File: config.mk
export PLATFORM = sky130hd
export DESIGN_NAME = segment_lcd_driver
export DESIGN_NICKNAME = d
export VERILOG_FILES = /design/src/inc/segment_lcd_pkg.sv /design/src/hw/lcd_frame_divider.sv /design/src/hw/segment_lcd_driver.sv
export VERILOG_INCLUDE_DIRS = /design/src /design/src/inc
export SDC_FILE = /design/constraint.sdc
export NUM_CORES = 1
export LEC_CHECK = 0
export ABC_AREA = 1
export BUFFER_PORTS_ARGS = -buffer_cell sky130_fd_sc_hd__buf_4
export CORE_MARGIN = 3
export CORE_UTILIZATION = 54
export DETAILED_ROUTE_END_ITERATION = 16
export PLACE_DENSITY = 0.84
export SLEW_MARGIN = 25
export SYNTH_ARGS = -nofsm -noshare
export SYNTH_HDL_FRONTEND = slang
export SYNTH_SLANG_ARGS = --single-unit
export TNS_END_PERCENT = 5
File: constraint.sdc
create_clock -name core_clk_i -period 1.6 [get_ports core_clk_i]
set_input_delay 0.08 -clock core_clk_i [delete_from_list [all_inputs] [get_ports core_clk_i]]
set_output_delay 0.08 -clock core_clk_i [all_outputs]
set_load 0.1 [all_outputs]
File: src/inc/segment_lcd_defines.svh
// Constants for the segment LCD driver: addresses, geometry, resets, timing
// Functional notes
// RULE_01: Drive 32 segments and up to 4 commons.
// RULE_02: Map writes show on the panel directly.
// RULE_03: Display-on clear: pump off, all pins low.
// RULE_04: Control bit 4 selects pump type A/B.
// RULE_05: Control bit 5 selects quarter or third duty.
// RULE_06: Blank forces commons low, clearing restores display.
// RULE_07: Divider select: 1, 2, 4, 8, else 16.
// RULE_08: Frame clock is oscillator over 28 and divider.
// RULE_09: Step commons per slice; third duty idles 3.
// RULE_10: Stored 1 selects segment, 0 deselects.
// RULE_11: Option bits limit active segments to 32/16/24/10.
// RULE_12: Four-bit pointer picks one of 16 bytes.
// RULE_13: Low nibble even segment, high nibble odd.
// RULE_14: Software writes pointer, then the data byte.
// RULE_15: Divider select in bits 2:0; bit5 clear quarter.
`ifndef SEGMENT_LCD_DEFINES_SVH
`define SEGMENT_LCD_DEFINES_SVH

// ----------------------------------------------------------------------
// Register addresses
// ----------------------------------------------------------------------
`define LCD_ADDR_DATA      8'h86
`define LCD_ADDR_PTR       8'hab
`define LCD_ADDR_CTRL      8'he4

// ----------------------------------------------------------------------
// Reset values
// ----------------------------------------------------------------------
`define LCD_CTRL_RESET     8'h00
`define LCD_PTR_RESET      4'h0
`define LCD_MAP_RESET      8'h00

// ----------------------------------------------------------------------
// Geometry
// ----------------------------------------------------------------------
`define LCD_SEG_COUNT      32
`define LCD_MAP_BYTES      16
`define LCD_NIBBLE         4

// Active segment count per pin share option
`define LCD_SEGS_OPT0      32
`define LCD_SEGS_OPT1      16
`define LCD_SEGS_OPT2      24
`define LCD_SEGS_OPT3      10

// ----------------------------------------------------------------------
// Frame timing
// ----------------------------------------------------------------------
`define LCD_PRESCALE_HALF  14
`define LCD_PRESCALE       (2 * `LCD_PRESCALE_HALF)
// Terminal counts of the frame divider, value is divide ratio minus one
`define LCD_DIV_TC_1       4'h0
`define LCD_DIV_TC_2       4'h1
`define LCD_DIV_TC_4       4'h3
`define LCD_DIV_TC_8       4'h7
`define LCD_DIV_TC_16      4'hf

`endif

File: src/inc/segment_lcd_pkg.sv
// Types shared by the segment LCD driver modules
package segment_lcd_pkg;

   // -------------------------------------------------------------------
   // Display control register layout
   // -------------------------------------------------------------------
   typedef struct packed {
      logic       display_on;
      logic       blank;
      logic       third_duty;
      logic       pump_type_b;
      logic       spare;
      logic [2:0] frame_divider_select;
   } ctrl_t;

   // -------------------------------------------------------------------
   // Common time slice, one-hot so it doubles as the common pattern
   // -------------------------------------------------------------------
   typedef enum logic [3:0] {
      SL0 = 4'b0001,
      SL1 = 4'b0010,
      SL2 = 4'b0100,
      SL3 = 4'b1000
   } slice_t;

endpackage : segment_lcd_pkg

File: src/hw/lcd_frame_divider.sv
// Frame clock enable generator: fixed prescaler followed by a divider
`timescale 1ns/1ps
`default_nettype none
`include "segment_lcd_defines.svh"

module lcd_frame_divider
   import segment_lcd_pkg::*;
#(
   parameter int PRESCALE = `LCD_PRESCALE
) (
   // Clock and reset
   input  wire logic       core_clk_i,
   input  wire logic       rst_n_i,
   // Control
   input  wire logic       run_i,
   input  wire logic [2:0] div_sel_i,
   // Frame clock enable
   output logic            frame_tick_o
);

   localparam int PW = (PRESCALE > 2) ? $clog2(PRESCALE) : 1;

   if (PRESCALE < 2) begin : g_bad_prescale
      $error("PRESCALE must be at least 2");
   end

   logic [PW-1:0] pre_r;
   logic [3:0]    div_r;
   logic          tick_r;
   logic          pre_wrap;
   logic          div_wrap;
   logic [3:0]    div_last;

   function automatic logic [3:0] div_terminal(input logic [2:0] sel);
      logic [3:0] tc;
      tc = `LCD_DIV_TC_16;
      casez (sel)
         3'b000:  tc = `LCD_DIV_TC_1;
         3'b001:  tc = `LCD_DIV_TC_2;
         3'b010:  tc = `LCD_DIV_TC_4;
         3'b011:  tc = `LCD_DIV_TC_8;
         default: tc = `LCD_DIV_TC_16;
      endcase
      return tc;
   endfunction : div_terminal

   // ----------------------------------------------------------------------
   // Counters
   // ----------------------------------------------------------------------
   assign pre_wrap = (pre_r == PW'(PRESCALE - 1)); // RULE_08
   assign div_last = div_terminal(div_sel_i); // RULE_07
   // Compare with >= so a smaller ratio chosen mid count wraps at the next prescaler wrap
   assign div_wrap = pre_wrap && (div_r >= div_last); // RULE_07

   always_ff @(posedge core_clk_i) begin
      if (!rst_n_i || !run_i) begin
         pre_r  <= '0;
         div_r  <= 4'h0;
         tick_r <= 1'b0;
      end else begin
         pre_r  <= pre_wrap ? '0 : PW'(pre_r + 1'b1);
         if (pre_wrap) begin
            div_r <= div_wrap ? 4'h0 : 4'(div_r + 4'h1);
         end
         tick_r <= div_wrap; // RULE_08
      end
   end

   assign frame_tick_o = tick_r;
endmodule : lcd_frame_divider

`default_nettype wire

File: src/hw/segment_lcd_driver.sv
// Segment LCD driver: register port, segment map and common sequencing
`timescale 1ns/1ps
`default_nettype none
`include "segment_lcd_defines.svh"

module segment_lcd_driver
   import segment_lcd_pkg::*;
#(
   parameter int SEG_COUNT = `LCD_SEG_COUNT,
   parameter int MAP_BYTES = `LCD_MAP_BYTES,
   parameter int PRESCALE  = `LCD_PRESCALE
) (
   // Clock and reset
   input  wire logic                 core_clk_i,
   input  wire logic                 rst_n_i,
   // Special function register port
   input  wire logic [7:0]           sfr_addr_i,
   input  wire logic                 sfr_wr_i,
   input  wire logic                 sfr_rd_i,
   input  wire logic [7:0]           sfr_wdata_i,
   output logic      [7:0]           sfr_rdata_o,
   // Non-volatile pin share option
   input  wire logic [1:0]           pin_share_option_i,
   // Panel drive
   output logic      [SEG_COUNT-1:0] seg_o,
   output logic      [SEG_COUNT-1:0] seg_en_o,
   output logic      [3:0]           com_o,
   output logic                      pump_on_o,
   output logic                      pump_type_b_o
);

   // ----------------------------------------------------------------------
   // Elaboration checks
   // ----------------------------------------------------------------------
   if (SEG_COUNT != 2 * MAP_BYTES || MAP_BYTES > `LCD_MAP_BYTES ||
       MAP_BYTES < 1) begin : g_bad_geometry
      $error("SEG_COUNT must be twice MAP_BYTES, MAP_BYTES 1 to 16");
   end

   // ----------------------------------------------------------------------
   // State
   // ----------------------------------------------------------------------
   ctrl_t                ctrl_r;
   logic [3:0]           ptr_r;
   logic [7:0]           map_r [MAP_BYTES];
   logic [7:0]           rdata_r;
   slice_t               slice_r;
   slice_t               slice_nxt;
   slice_t               slice_show;
   logic [SEG_COUNT-1:0] seg_r;
   logic [SEG_COUNT-1:0] seg_nxt;
   logic [SEG_COUNT-1:0] seg_en_r;
   logic [SEG_COUNT-1:0] seg_active;
   logic [3:0]           com_r;
   logic [3:0]           com_nxt;
   logic                 pump_on_r;
   logic                 pump_b_r;
   logic [1:0]           opt_meta_r;
   logic [1:0]           opt_sync_r;
   logic                 frame_tick;

   // ----------------------------------------------------------------------
   // Decode helpers
   // ----------------------------------------------------------------------
   function automatic logic [1:0] slice_index(input slice_t s);
      logic [1:0] idx;
      idx = 2'h0;
      unique case (s)
         SL0: idx = 2'h0;
         SL1: idx = 2'h1;
         SL2: idx = 2'h2;
         SL3: idx = 2'h3;
      endcase
      return idx;
   endfunction : slice_index

   function automatic int seg_limit(input logic [1:0] opt);
      int lim;
      lim = `LCD_SEGS_OPT0;
      unique case (opt)
         2'b00: lim = `LCD_SEGS_OPT0;
         2'b01: lim = `LCD_SEGS_OPT1;
         2'b10: lim = `LCD_SEGS_OPT2;
         2'b11: lim = `LCD_SEGS_OPT3;
      endcase
      return lim;
   endfunction : seg_limit

   // ----------------------------------------------------------------------
   // Register port decode
   // ----------------------------------------------------------------------
   logic       sel_ctrl;
   logic       sel_ptr;
   logic       sel_data;
   logic       ptr_in_range;
   logic       wr_ctrl;
   logic       wr_ptr;
   logic       wr_data;
   logic [7:0] map_at_ptr;
   logic [7:0] rd_value;
   logic [1:0] slice_idx;
   logic       drive_on;

   assign sel_ctrl     = (sfr_addr_i == `LCD_ADDR_CTRL);
   assign sel_ptr      = (sfr_addr_i == `LCD_ADDR_PTR);
   assign sel_data     = (sfr_addr_i == `LCD_ADDR_DATA);
   assign ptr_in_range = (int'(ptr_r) < MAP_BYTES); // RULE_12
   assign wr_ctrl      = sfr_wr_i && sel_ctrl;
   assign wr_ptr       = sfr_wr_i && sel_ptr;
   assign wr_data      = sfr_wr_i && sel_data && ptr_in_range; // RULE_14
   assign map_at_ptr   = ptr_in_range ? map_r[ptr_r] : 8'h00;
   // Unmapped addresses and the pointer's upper nibble read as zero
   assign rd_value     = sel_ctrl ? ctrl_r :
                         sel_ptr  ? {4'h0, ptr_r} :
                         sel_data ? map_at_ptr : 8'h00;

   // ----------------------------------------------------------------------
   // Registers
   // ----------------------------------------------------------------------
   always_ff @(posedge core_clk_i) begin
      if (!rst_n_i) begin
         ctrl_r <= ctrl_t'(`LCD_CTRL_RESET); // RULE_06
         ptr_r  <= `LCD_PTR_RESET;
      end else begin
         if (wr_ctrl) begin
            ctrl_r <= ctrl_t'(sfr_wdata_i); // RULE_15
         end
         if (wr_ptr) begin
            ptr_r <= sfr_wdata_i[3:0]; // RULE_12
         end
      end
   end

   always_ff @(posedge core_clk_i) begin
      if (!rst_n_i) begin
         for (int b = 0; b < MAP_BYTES; b++) begin
            map_r[b] <= `LCD_MAP_RESET;
         end
      end else if (wr_data) begin
         map_r[ptr_r] <= sfr_wdata_i; // RULE_02
      end
   end

   always_ff @(posedge core_clk_i) begin
      if (!rst_n_i) begin
         rdata_r <= 8'h00;
      end else if (sfr_rd_i) begin
         rdata_r <= rd_value;
      end
   end

   // ----------------------------------------------------------------------
   // Option bits come from fuses outside this clock domain
   // ----------------------------------------------------------------------
   always_ff @(posedge core_clk_i) begin
      if (!rst_n_i) begin
         opt_meta_r <= 2'b00;
         opt_sync_r <= 2'b00;
      end else begin
         opt_meta_r <= pin_share_option_i;
         opt_sync_r <= opt_meta_r;
      end
   end

   // ----------------------------------------------------------------------
   // Frame clock
   // ----------------------------------------------------------------------
   lcd_frame_divider #(
      .PRESCALE     (PRESCALE)
   ) u_frame_divider (
      .core_clk_i   (core_clk_i),
      .rst_n_i      (rst_n_i),
      .run_i        (ctrl_r.display_on),
      .div_sel_i    (ctrl_r.frame_divider_select),
      .frame_tick_o (frame_tick)
   );

   // ----------------------------------------------------------------------
   // Common sequencing
   // ----------------------------------------------------------------------
   assign drive_on = ctrl_r.display_on; // RULE_03

   always_comb begin
      slice_nxt = slice_r;
      if (!drive_on) begin
         slice_nxt = SL0;
      end else if (slice_r != slice_show) begin
         slice_nxt = SL0; // RULE_09
      end else if (frame_tick) begin
         unique case (slice_r)
            SL0: slice_nxt = SL1;
            SL1: slice_nxt = SL2;
            SL2: slice_nxt = ctrl_r.third_duty ? SL0 : SL3; // RULE_05
            SL3: slice_nxt = SL0;
         endcase
      end
   end

   // A switch to third duty while on common 3 jumps straight to common 0
   assign slice_show = (ctrl_r.third_duty && slice_r == SL3) ? SL0 : slice_r;
   assign slice_idx  = slice_index(slice_show);
   // Blanking only gates the commons, so the map survives untouched
   assign com_nxt    = (drive_on && !ctrl_r.blank) ? // RULE_09
                       slice_show : 4'h0;

   // ----------------------------------------------------------------------
   // Segment drive
   // ----------------------------------------------------------------------
   for (genvar i = 0; i < SEG_COUNT; i++) begin : g_seg
      assign seg_active[i] = (i < seg_limit(opt_sync_r)); // RULE_11
      assign seg_nxt[i]    = drive_on && seg_active[i] &&
         map_r[i / 2][(i % 2) * `LCD_NIBBLE + int'(slice_idx)]; // RULE_13
   end

   // ----------------------------------------------------------------------
   // Output flops
   // ----------------------------------------------------------------------
   always_ff @(posedge core_clk_i) begin
      if (!rst_n_i) begin
         slice_r   <= SL0;
         seg_r     <= '0;
         seg_en_r  <= '0;
         com_r     <= 4'h0;
         pump_on_r <= 1'b0;
         pump_b_r  <= 1'b0;
      end else begin
         slice_r   <= slice_nxt; // RULE_09
         seg_r     <= seg_nxt; // RULE_10
         seg_en_r  <= seg_active; // RULE_01
         com_r     <= com_nxt; // RULE_06
         pump_on_r <= drive_on; // RULE_03
         pump_b_r  <= ctrl_r.pump_type_b; // RULE_04
      end
   end

   assign sfr_rdata_o   = rdata_r;
   assign seg_o         = seg_r;
   assign seg_en_o      = seg_en_r;
   assign com_o         = com_r;
   assign pump_on_o     = pump_on_r;
   assign pump_type_b_o = pump_b_r;

   // ----------------------------------------------------------------------
   // Checks
   // ----------------------------------------------------------------------
   logic seg0_pick;
   assign seg0_pick = map_r[0][slice_idx];
endmodule : segment_lcd_driver

`default_nettype wire

# Word level (Yosys, flattened, before mapping)
# Memories as Yosys holds them, arrays and structs flattened. A register that Yosys moved wholly into a read port is not among the register bits.
# Cells that the tools add are included.
# word_totals
ramBits	128
output_inout_bits	78
register_bits	108
in_bits	22
mem_count	1
# memory_table
name	depth	word_bits	read_ports	rd_clocked_by_memory_dff	wr	line	text
map_r	16	8	17	1	16	segment_lcd_driver.sv:45	logic [7:0] map_r [MAP_BYTES];
# classes
n_addsub	3
eq_ne	19
n_lt_le_gt_ge	35
bitwise	2
reduce_logical	80
n_mux	99
# ops
op	count
less-than comparator 6 x 32 -> 1 bit (first input constant)	16
less-than comparator 5 x 32 -> 1 bit (first input constant)	8
less-than comparator 4 x 32 -> 1 bit (first input constant)	4
one-hot mux 32 bit (4 select lines)	1
logical AND 1 bit	70
less-than comparator 3 x 32 -> 1 bit (first input constant)	2
2-to-1 mux 1 bit	53
binary-select mux 1 bit (select 3 bit)	16
binary-select mux 1 bit (select 2 bit)	16
less-than comparator 1 x 32 -> 1 bit (first input constant)	1
less-than comparator 2 x 32 -> 1 bit (first input constant)	1
2-to-1 mux 8 bit	4
one-hot mux 4 bit (4 select lines)	2
equality test 8 bit (second input constant)	3
2-to-1 mux 4 bit	6
equality test 4 x 1 -> 1 bit (second input constant)	2
equality test 4 x 2 -> 1 bit (second input constant)	2
equality test 4 x 3 -> 1 bit (second input constant)	2
equality test 4 bit (second input constant)	2
one-hot mux 2 bit (4 select lines)	1
OR reduction 8 bit	1
equality test 3 x 2 -> 1 bit (second input constant)	2
adder 5 x 1 -> 5 bit (second input constant)	1
equality test 5 bit (second input constant)	1
17 further kinds	21

# Logic depth before layout (Yosys ltp)
# Gate-level depths: netlist (run 1).
# depth
ltp_word	10
ltp_mapped	13
mapped_depth_nobuf	11

# By module
# Synthesis (run 1) repeated with hierarchy kept, for this count alone.
# unflattened
cells_unflattened	1132
hier_area_um2	10176.0
# modules_own_cells
module	cells_per_inst	instances	area_per_inst_um2
segment_lcd_driver	1060	1	9636.7
lcd_frame_divider	72	1	539.3

# Worst setup path before layout (run 1)
# No wires, ideal clock.
# synth_path
path_type	reg-to-reg
from	reg ptr_r[1]
to	mem map_r[3][0] (enable)
arrival_time_ns	1.356
stages_incl_launch_ff	5
path_slack_ns	-0.085
required_time_ns	1.271
setup_time_ns	0.329
path_cell_list	dfxtp_1 inv_1 nor2_8 nand2_4 nand2_1
# synth_rtl
element	line	text
start: declaration	segment_lcd_driver.sv:44	logic [3:0] ptr_r;
start signal: assignment	segment_lcd_driver.sv:123	ptr_r <= `LCD_PTR_RESET;
start signal: assignment	segment_lcd_driver.sv:129	ptr_r <= sfr_wdata_i[3:0];
end: declaration	segment_lcd_driver.sv:45	

# Final worst setup path (run 1)
# layout_path
from	reg u_frame_divider.pre_r[1]
to	reg u_frame_divider.div_r[2]
# layout_between
elab_chain_len	3
# layout_lines
element	line	text
start: declaration	lcd_frame_divider.sv:27	logic [PW-1:0] pre_r;
start signal: assignment	lcd_frame_divider.sv:61	pre_r <= pre_wrap ? '0 : PW'(pre_r + 1'b1);
equality test 5 bit (*)	lcd_frame_divider.sv:50	assign pre_wrap = (pre_r == PW'(PRESCALE - 1));
logical AND 1 bit	lcd_frame_divider.sv:53	assign div_wrap = pre_wrap && (div_r >= div_last);
2-to-1 mux 4 bit	lcd_frame_divider.sv:63	div_r <= div_wrap ? 4'h0 : 4'(div_r + 4'h1);
end signal: assignment	lcd_frame_divider.sv:63	
end: declaration	lcd_frame_divider.sv:28	logic [3:0] div_r;
# Mark *: on every way between the ends. The rest lies on a longest branch, timed or not.
# A chain may end at the register's enable or synchronous reset.

==> results of run 1 <==
[power breakdown]
group | leakage, uW | internal, uW | switching [uW] | total [uW]
combinational | 0.00328 | 258 | 829 | 1090
sequential | 0.00203 | 5980 | 81.9 | 6060
clock | 0.000363 | 3000 | 2110 | 5100
[sequential cells by signal, indices dropped and copies added (netlist names), named ones only]
| name | cells |
|---|---|
| com_o | 4 |
| ctrl_r | 7 |
| drive_on | 1 |
| map_r | 128 |
| opt_meta_r | 2 |
| opt_sync_r | 2 |
| ptr_r | 4 |
| pump_on_o | 1 |
| pump_type_b_o | 1 |
| seg_en_o | 7 |
| seg_o | 32 |
| sfr_rdata_o | 8 |
| slice_r | 4 |
| u_frame_divider.div_r | 4 |
| u_frame_divider.frame_tick_o | 1 |
| u_frame_divider.pre_r | 5 |
[routing by layer]
metal  share of wire  up-vias  global-route usage
met5               0        -                   0
met4           0.054        0               0.122
met3            0.12      166              0.0592
met2            0.48      679               0.479
met1            0.35     4235               0.363
li1                -     4147                   -
[what timing repair did]
action / in CTS / in global routing
resized for setup: 11 / 62
buffers inserted: 0 / 4
hold buffers: 11 / 0
endpoints found under the setup margin: 23 / 72
endpoints found under the hold margin: 22 / 0
pin swaps: 3 / 15
cloned: 0 / 1
[kinds of logic after synthesis]
family / after synthesis / share of synthesized area
AO/OA/AOI/OAI: 267 / 0.143
flip-flops: 215 / 0.547
XOR/XNOR: 3 / 0.00257
AND/OR/NAND/NOR: 456 / 0.201
buffers and inverters: 219 / 0.0930
adder cells (fa/ha/maj): 11 / 0.0135
[placed cells by master, fill, tap and decap left out, types with 6 or more instances in the layout]
master / instances
nand2_1: 158
nand2_2: 9
a21oi_1: 88
clkbuf_16: 24
o21ai_0: 110
inv_1: 126
nor2_1: 182
o21ai_1: 8
buf_12: 14
nor2_2: 11
buf_4: 176
o21bai_1: 6
edfxtp_1: 128
nand2_4: 18
dlygate4sd3_1: 11
a21oi_2: 9
nand3_1: 55
ha_1: 8
inv_2: 8
dfxtp_2: 9
o211ai_1: 38
buf_6: 10
dfxtp_1: 76
[final timing paths]
path | startpoint | to | depth (start not counted) | slack [ns]
worst max-delay path | u_frame_divider.pre_r[1]$_SDFF_PP0_ | u_frame_divider.div_r[2]$_SDFFE_PP0P_ | 8 | -0.09
worst min-delay path | rst_n_i | seg_en_o[9]$_SDFF_PN0_ | 2 | 0.02
worst max register to register | u_frame_divider.pre_r[1]$_SDFF_PP0_ | u_frame_divider.div_r[2]$_SDFFE_PP0P_ | 8 | -0.09
worst min register to register | ctrl_r[3]$_SDFFE_PN0P_ | ctrl_r[3]$_SDFFE_PN0P_ | 2 | 0.46
[worst max-delay path: stages, from the launching register on]
cell	delay, ns
dfxtp_2	0.35
ha_4	0.14
inv_2	0.03
or2_4	0.26
nor3_4	0.24
buf_6	0.14
nand2_1	0.10
xor2_1	0.23
nor2_1	0.08
[per-stage QoR]
stage,instances,worst slack [ns]
3_3_place_gp,1511,-0.172
2_1_floorplan,1171,-0.0482
3_5_place_dp,1511,-0.217
5_1_grt,1567,-0.206
4_1_cts,1562,-0.0611
6_report,1567,-0.0880
[layout make-up]
type / instances / area (sq um)
sequential: 215 / 5600
fill: 1260 / 5480
multi-input combinational: 737 / 3830
timing repair buffer: 212 / 1850
clock buffer: 32 / 651
inverter: 134 / 503
tap: 229 / 287
clock inverter: 8 / 72.6
==> impl_metrics.env, run 1 <==
export IMPL_outcome="finished, violations left"
export IMPL_violations="setup timing"
export IMPL_wl_mm=31.2
export IMPL_worst_slack_ns=-0.0880
export IMPL_fin_setup_tns_ns=-0.376
export IMPL_synthDistinctLibCells=31
export IMPL_syn_inst=1171
export IMPL_synth_ff_type="edfxtp_1"
export IMPL_gp_congestion=0.995
export IMPL_syn_nets=1204
export IMPL_drc_errors=0
export IMPL_first_pass_iters=6
export IMPL_grt_overflow=0
export IMPL_grt_pass1_wl_mm=46.2
export IMPL_synth_most_common_cell="nor2_1"
export IMPL_holdWs_ns=0.0171
export IMPL_worstHoldPathType="input pin to register"
export IMPL_die_area_sq_um=20600
export IMPL_yosysSeqAreaShare=0.547
export IMPL_worst_pin_slew_ns=0.420
export IMPL_cts_num_sinks=215
export IMPL_synth_common_cells="nor2_1 (186), nand2_1 (167), inv_1 (134)"
export IMPL_hold_violations=0
export IMPL_cp_end_kind="register"
export IMPL_drtAntennaViolNets=0
export IMPL_finalMaxSlewViolations=0
export IMPL_drive_above_1_share=0.242
export IMPL_viasPerCell=5.89
export IMPL_max_freq_ghz=0.592
export IMPL_yosysWarnings=0
export IMPL_synth_edf_count=128
export IMPL_die_x_um=144
export IMPL_track_usage=0.287
export IMPL_path_class="register to register"
export IMPL_areaGrowthSynthToFinish_pct=25.3
export IMPL_rows=49
export IMPL_leakage_uw=0.00567
export IMPL_vias=9227
export IMPL_hpwl_mm=20.0
export IMPL_place_area_sq_um=11700
export IMPL_path_clk_slew_ns=0.06
export IMPL_maxCapViolCount=0
export IMPL_ir_drop_v=0.000778
export IMPL_grt_max_degree=30
export IMPL_cts_buffers=22
export IMPL_power_uw=12200
export IMPL_yosysTopAreaCell="edfxtp_1"
export IMPL_finalCritPeriodShare=1.05
export IMPL_insertion_delay_ns=0.51
export IMPL_initial_core_util=0.559
export IMPL_antenna_cells=0
export IMPL_cts_buffer_depth=3
export IMPL_first_global_vias=8842
export IMPL_ctsHtreeMaxLevel=1
export IMPL_rsz0062_at_grt="yes"
export IMPL_cp_max_fo=4
export IMPL_required_ns=1.99
export IMPL_min_period_ns=1.69
export IMPL_syn_area_per_cell_sq_um=8.72
export IMPL_synth_top_cells_by_area="edfxtp_1 (38%), dfxtp_1 (17%), nor2_1 (6.8%)"
export IMPL_ys_ff_latch=215
export IMPL_skew_ns=0.0119
export IMPL_core_sq_um=18300
export IMPL_max_slew_margin=0.719
export IMPL_synth_async_reset_ratio=0
export IMPL_portBuffers=99
export IMPL_drt_iter0_markers=1359
export IMPL_layout_nets=1355
export IMPL_synth_top_cell_area_share=0.376
export IMPL_cts_tree="built"
export IMPL_netlist_area_sq_um=10200
export IMPL_cts_root_buf="clkbuf_16"
export IMPL_finalCoreUtilization=0.700
export IMPL_wl_per_cell_um=19.9
export IMPL_finalSetupViolations=11
export IMPL_die_h_um=144
export IMPL_io_pins=100
export IMPL_p_per_area_nw_per_um2=957
export IMPL_arrival_ns=2.08
export IMPL_critPathLaunchType="register"
export IMPL_fin_area_sq_um=12800
export IMPL_antenna_found_initial=0
Power figures use the tool's default switching activity.
==> inputs of run 2 (changes only) <==
SKIP_LAST_GASP = 1   (was default)
==> impl_metrics.env, run 2 (synthesis results as in run 1) <==
export IMPL_layout_common_cells="nor2_1 (183), buf_4 (182), nand2_1 (163)"
export IMPL_fin_area_sq_um=12700
export IMPL_critPathMaxStageDelay_ns=0.45
export IMPL_max_freq_ghz=0.579
export IMPL_critPathSlowestCell="o21ai_0"
export IMPL_seq_area_sq_um=5590
export IMPL_path_class="register to register"
export IMPL_antenna_cells=0
export IMPL_p_per_area_nw_per_um2=965
export IMPL_place_area_sq_um=11700
export IMPL_grt_max_degree=30
export IMPL_p_sw_uw=3030
export IMPL_worst_pin_slew_ns=0.529
export IMPL_insertion_delay_ns=0.51
export IMPL_die_area_sq_um=20600
export IMPL_leakage_uw=0.00568
export IMPL_first_pass_iters=10
export IMPL_initial_core_util=0.559
export IMPL_comb_power_share=0.089
export IMPL_cts_tree="built"
export IMPL_finalCoreUtilization=0.695
export IMPL_internal_power_uw=9230
export IMPL_p_seq_frac=0.494
export IMPL_wl_met1_mm=10.8
export IMPL_largest_reg_flops=128
export IMPL_finalCritPeriodShare=1.08
export IMPL_wl_per_cell_um=19.9
export IMPL_drive_above_1_share=0.223
export IMPL_core_sq_um=18300
export IMPL_regMostFlops="map_r"
export IMPL_top_layer="met4"
export IMPL_cts_num_sinks=215
export IMPL_hold_violations=0
export IMPL_finalMaxSlewViolations=0
export IMPL_multi_input_area_sq_um=3740
export IMPL_finalSetupViolations=43
export IMPL_critPathLaunchType="register"
export IMPL_antenna_found_initial=0
export IMPL_track_usage=0.286
export IMPL_cp_num_buf_inv=2
export IMPL_cp_end_kind="register"
export IMPL_outcome="finished, violations left"
export IMPL_crit_top_cell="o21ai_0"
export IMPL_swShare=0.247
export IMPL_wl_met2_mm=15.0
export IMPL_holdWs_ns=0.0136
export IMPL_pwr_share_clk=0.417
export IMPL_drtAntennaViolNets=0
export IMPL_gp_congestion=0.995
export IMPL_io_pins=100
export IMPL_fillers=1278
export IMPL_worst_slack_ns=-0.127
export IMPL_layout_nets=1355
export IMPL_vias=9283
export IMPL_final_common_cell="nor2_1"
export IMPL_maxCapViolCount=0
export IMPL_viasPerCell=5.92
export IMPL_dpl_worst_slack_ns=-0.217
export IMPL_hp_start="rst_n_i"
export IMPL_wl_mm=31.2
export IMPL_arrival_ns=2.12
export IMPL_crit_chain="inv_4, buf_12, o21ai_0, o21ai_0, o21ai_0, o21ai_1, nand2_1, a21oi_1"
export IMPL_skew_ns=0.0150
export IMPL_die_x_um=144
export IMPL_worstHoldPathType="input pin to register"
export IMPL_portBuffers=99
export IMPL_cpLargestDelayFamily="compound AO/OA/AOI/OAI gates"
export IMPL_cts_buffer_depth=3
export IMPL_hpwl_mm=20.0
export IMPL_min_period_ns=1.73
export IMPL_first_global_vias=8833
export IMPL_drc_errors=0
export IMPL_areaGrowthSynthToFinish_pct=24.4
export IMPL_required_ns=1.99
export IMPL_max_slew_margin=0.643
export IMPL_grt_pass1_wl_mm=46.1
export IMPL_ir_drop_v=0.000763
export IMPL_dr_wl_met3_mm=3.82
export IMPL_rsz0062_at_grt="yes"
export IMPL_cp_max_fo=13
export IMPL_fin_setup_tns_ns=-2.15
export IMPL_cts_root_buf="clkbuf_16"
export IMPL_ctsHtreeMaxLevel=1
export IMPL_rows=49
export IMPL_cts_buffers=22
export IMPL_die_h_um=144
export IMPL_drt_iter0_markers=1425
export IMPL_grt_overflow=0
export IMPL_path_clk_slew_ns=0.06
export IMPL_violations="setup timing"
[run 2: cell count changes in the layout (fill, tap and decap cells not counted), sizes merged]
cell | before | now
buf | 200 | 199
clkbuf | 33 | 34
[run 2: path summary, 6_finish.rpt]
path	cells after the start	slack, ns	end
min	2	0.01	seg_en_o[9]$_SDFF_PN0_
max reg2reg	8	-0.13	sfr_rdata_o[4]$_SDFFE_PN0P_
min reg2reg	2	0.46	opt_sync_r[1]$_SDFF_PN0_
max	8	-0.13	sfr_rdata_o[4]$_SDFFE_PN0P_
[run 2: cell type report]
type                       count  area share
multi-input combinational    737       0.294
sequential                   215       0.440
timing repair buffer         212       0.146
tap                          229      0.0226
inverter                     134      0.0400
clock buffer                  32      0.0512
clock inverter                 8     0.00571
[run 2: what timing repair did]
item	CTS	global route
pin swaps	2	9
hold buffers	11	0
endpoints found under the setup margin	23	59
buffers inserted	0	3
gates cloned	0	2
gates resized for setup	6	31
endpoints found under the hold margin	22	0
[run 2: metal layers]
metal	GRT usage	vias to the layer above
li1	-	4159
met1	0.361	4242
met2	0.480	713
met3	0.0599	169
met4	0.125	0
met5	0	-
[run 2: power groups by stage]
stage	logic, uW	clock network, uW	registers, uW
2_1_floorplan	624	0	6280
3_3_place_gp	1000	0	6170
3_5_place_dp	1020	0	6180
4_1_cts	1050	5140	6060
5_1_grt	1120	5380	6070
6_report	1090	5120	6060
[run 2: metrics by stage]
step           power, uW  std cells
6_report           12300       1567
5_1_grt            12600       1567
4_1_cts            12300       1562
3_5_place_dp        7200       1511
3_3_place_gp        7170       1511
2_1_floorplan       6900       1171
==> inputs of run 3 (changes only) <==
GPL_TIMING_DRIVEN = 0   (was default)
SYNTH_HIERARCHICAL = 1   (was default)
==> impl_metrics.env, run 3 <==
export IMPL_outcome="finished, violations left"
export IMPL_violations="setup timing"
export IMPL_min_period_ns=1.76
export IMPL_syn_nets=1166
export IMPL_synth_simple_area_share=0.191
export IMPL_synthDistinctLibCells=34
export IMPL_grt_pass1_wl_mm=51.2
export IMPL_finalMaxSlewViolations=0
export IMPL_synth_compound_area_frac=0.157
export IMPL_r2r_cells=9
export IMPL_skew_ns=0.00971
export IMPL_worst_pin_slew_ns=1.05
export IMPL_min_path_cells=3
export IMPL_comb_power_share=0.091
export IMPL_final_common_cell="nor2_1"
export IMPL_cts_root_buf="clkbuf_16"
export IMPL_layout_common_cells="nor2_1 (192), buf_4 (152), edfxtp_1 (128)"
export IMPL_wl_per_cell_um=22.7
export IMPL_fin_area_sq_um=12800
export IMPL_drtAntennaViolNets=0
export IMPL_cp_num_buf_inv=3
export IMPL_cts_num_sinks=216
export IMPL_drc_errors=0
export IMPL_cts_tree="built"
export IMPL_critPathMaxStageDelay_ns=0.34
export IMPL_wl_mm=35.0
export IMPL_rows=49
export IMPL_rsz0062_at_grt="yes"
export IMPL_place_area_sq_um=11200
export IMPL_max_freq_ghz=0.568
export IMPL_reg2reg_to="sfr_rdata_o[0]$_SDFFE_PN0P_"
export IMPL_initial_core_util=0.559
export IMPL_areaGrowthSynthToFinish_pct=25.9
export IMPL_required_ns=2.04
export IMPL_path_class="register to register"
export IMPL_io_pins=100
export IMPL_synth_top_cells_by_area="edfxtp_1 (38%), dfxtp_1 (17%), nor2_1 (7.4%)"
export IMPL_critPathSlowestCell="dfxtp_2"
export IMPL_ctsHtreeMaxLevel=1
export IMPL_p_seq_frac=0.481
export IMPL_hpwl_mm=23.4
export IMPL_r2r_slack_ns=-0.16
export IMPL_hold_violations=0
export IMPL_synth_common_cells="nor2_1 (200), nand2_1 (131), edfxtp_1 (128)"
export IMPL_synth_top_family_by_area="simple AND/OR/NAND/NOR gates"
export IMPL_die_h_um=143
export IMPL_drt_iter0_markers=1724
export IMPL_synth_fa_ha_area_frac=0.0148
export IMPL_synth_edf_count=128
export IMPL_die_area_sq_um=20500
export IMPL_grt_overflow=0
export IMPL_hp_start="rst_n_i"
export IMPL_netlist_area_sq_um=10200
export IMPL_synth_async_reset_ratio=0
export IMPL_antenna_cells=0
export IMPL_first_global_vias=8891
export IMPL_synth_top_cell_area_share=0.378
export IMPL_internal_power_uw=9490
export IMPL_yosys_mux_area_fraction=0
export IMPL_die_x_um=143
export IMPL_pwr_share_clk=0.428
export IMPL_yosysTopAreaCell="edfxtp_1"
export IMPL_yosysWarnings=6
export IMPL_core_sq_um=18200
export IMPL_crit_chain="buf_8, buf_8, buf_4, nor2_1, o211ai_1, nand3_1, nand2_2, nand2_2, a21oi_2"
export IMPL_vias=9460
export IMPL_ys_ff_latch=216
export IMPL_ir_drop_v=0.000997
export IMPL_syn_area_per_cell_sq_um=8.99
export IMPL_worstHoldPathType="input pin to register"
export IMPL_gp_congestion=1.02
export IMPL_finalSetupViolations=150
export IMPL_p_sw_uw=3190
export IMPL_antenna_found_initial=0
export IMPL_largest_reg_flops=128
export IMPL_drive_above_1_share=0.250
export IMPL_max_slew_margin=0.301
export IMPL_cts_buffer_depth=3
export IMPL_p_per_area_nw_per_um2=990
export IMPL_cpLargestDelayFamily="buffers and inverters"
export IMPL_maxCapViolCount=0
export IMPL_regMostFlops="map_r"
export IMPL_worst_slack_ns=-0.161
export IMPL_first_pass_iters=6
export IMPL_swShare=0.252
export IMPL_synth_ff_type="edfxtp_1"
export IMPL_critPathLaunchType="register"
export IMPL_syn_inst=1132
export IMPL_path_clk_slew_ns=0.06
export IMPL_arrival_ns=2.20
export IMPL_insertion_delay_ns=0.52
export IMPL_finalCoreUtilization=0.704
export IMPL_grt_max_degree=15
export IMPL_synth_xor_area_share=0.00258
export IMPL_portBuffers=99
export IMPL_viasPerCell=6.13
export IMPL_layout_nets=1331
export IMPL_fillers=1272
export IMPL_holdPathEnd="seg_en_o[9]$_SDFF_PN0_"
export IMPL_finalCritPeriodShare=1.10
export IMPL_cp_end_kind="register"
export IMPL_leakage_uw=0.00545
export IMPL_synth_most_common_cell="nor2_1"
export IMPL_cp_max_fo=10
export IMPL_track_usage=0.334
export IMPL_cts_buffers=23
export IMPL_yosysSeqAreaShare=0.551
[run 3: worst max path at each step]
stage                                              to  slack (ns)  cells after the start
after floorplan             map_r[2][0]$_SDFFCE_PN0P_       -0.05                      4
after global placement    sfr_rdata_o[1]$_SDFFE_PN0P_       -0.66                      8
after detailed placement  sfr_rdata_o[1]$_SDFFE_PN0P_       -0.60                      8
after CTS                  map_r[11][2]$_SDFFCE_PN0P_       -0.10                      5
after global routing      sfr_rdata_o[0]$_SDFFE_PN0P_       -0.21                      9
final                     sfr_rdata_o[0]$_SDFFE_PN0P_       -0.16                      9
[run 3: logic make-up after synthesis]
kind of cell | after synthesis
AOI/OAI and AO/OA | 278
DFF | 216
buffers and inverters | 196
xor gates and xnor gates | 3
adders and majority gates | 12
and+or+nand+nor | 427
[run 3: layer usage]
| layer | GRT usage | routed length [um] | up-vias |
|---|---|---|---|
| li1 | - | - | 4132 |
| met4 | 0.141 | 1870 | 0 |
| met5 | 0 | 0 | - |
| met3 | 0.0867 | 4780 | 173 |
| met1 | 0.434 | 12500 | 4357 |
| met2 | 0.533 | 15900 | 798 |
[run 3: worst min-delay path: cells and delay by family]
kind | cells | cell delay [ns]
buffers and inverters | 3 | 0.41
[run 3: through the flow]
| step | TNS [ns] | power [uW] | hold WS (ns) | setup WS [ns] | instances |
|---|---|---|---|---|---|
| 2_1_floorplan | -4.47 | 6950 | 0.178 | -0.0497 | 1132 |
| 3_3_place_gp | -59.76 | 7260 | 0.263 | -0.657 | 1460 |
| 3_5_place_dp | -67.46 | 7270 | 0.267 | -0.601 | 1460 |
| 4_1_cts | -7.45 | 12600 | 0.0202 | -0.104 | 1535 |
| 5_1_grt | -18.87 | 12900 | 0.0396 | -0.211 | 1543 |
| 6_report | -7.28 | 12700 | 0.0270 | -0.161 | 1543 |
[run 3: final cells by class]
class / instances / area (sq um) / share of cell area
Inverter: 112 / 437 / 0.0341
Sequential cell: 216 / 5610 / 0.438
Clock buffer: 27 / 642 / 0.0501
Tap cell: 229 / 287 / 0.0224
Clock inverter: 15 / 129 / 0.0101
Multi-Input combinational cell: 721 / 3890 / 0.304
Buffer: 84 / 689 / 0.0538
Timing Repair Buffer: 139 / 1130 / 0.0879
[run 3: power by group through the flow]
stage | sequential [uW] | combinational [uW] | clock [uW]
floorplan | 6340 | 610 | 0
global placement | 6200 | 1060 | 0
detailed placement | 6210 | 1070 | 0
CTS | 6090 | 1120 | 5390
global route | 6100 | 1200 | 5640
finish | 6100 | 1160 | 5430
[run 3: what timing repair did]
action	in CTS	in global routing
pin swaps	13	11
setup endpoints to repair	161	191
hold endpoints to repair	26	0
hold buffers	14	0
gates cloned	3	1
gates resized for setup	124	48
setup buffers	16	7
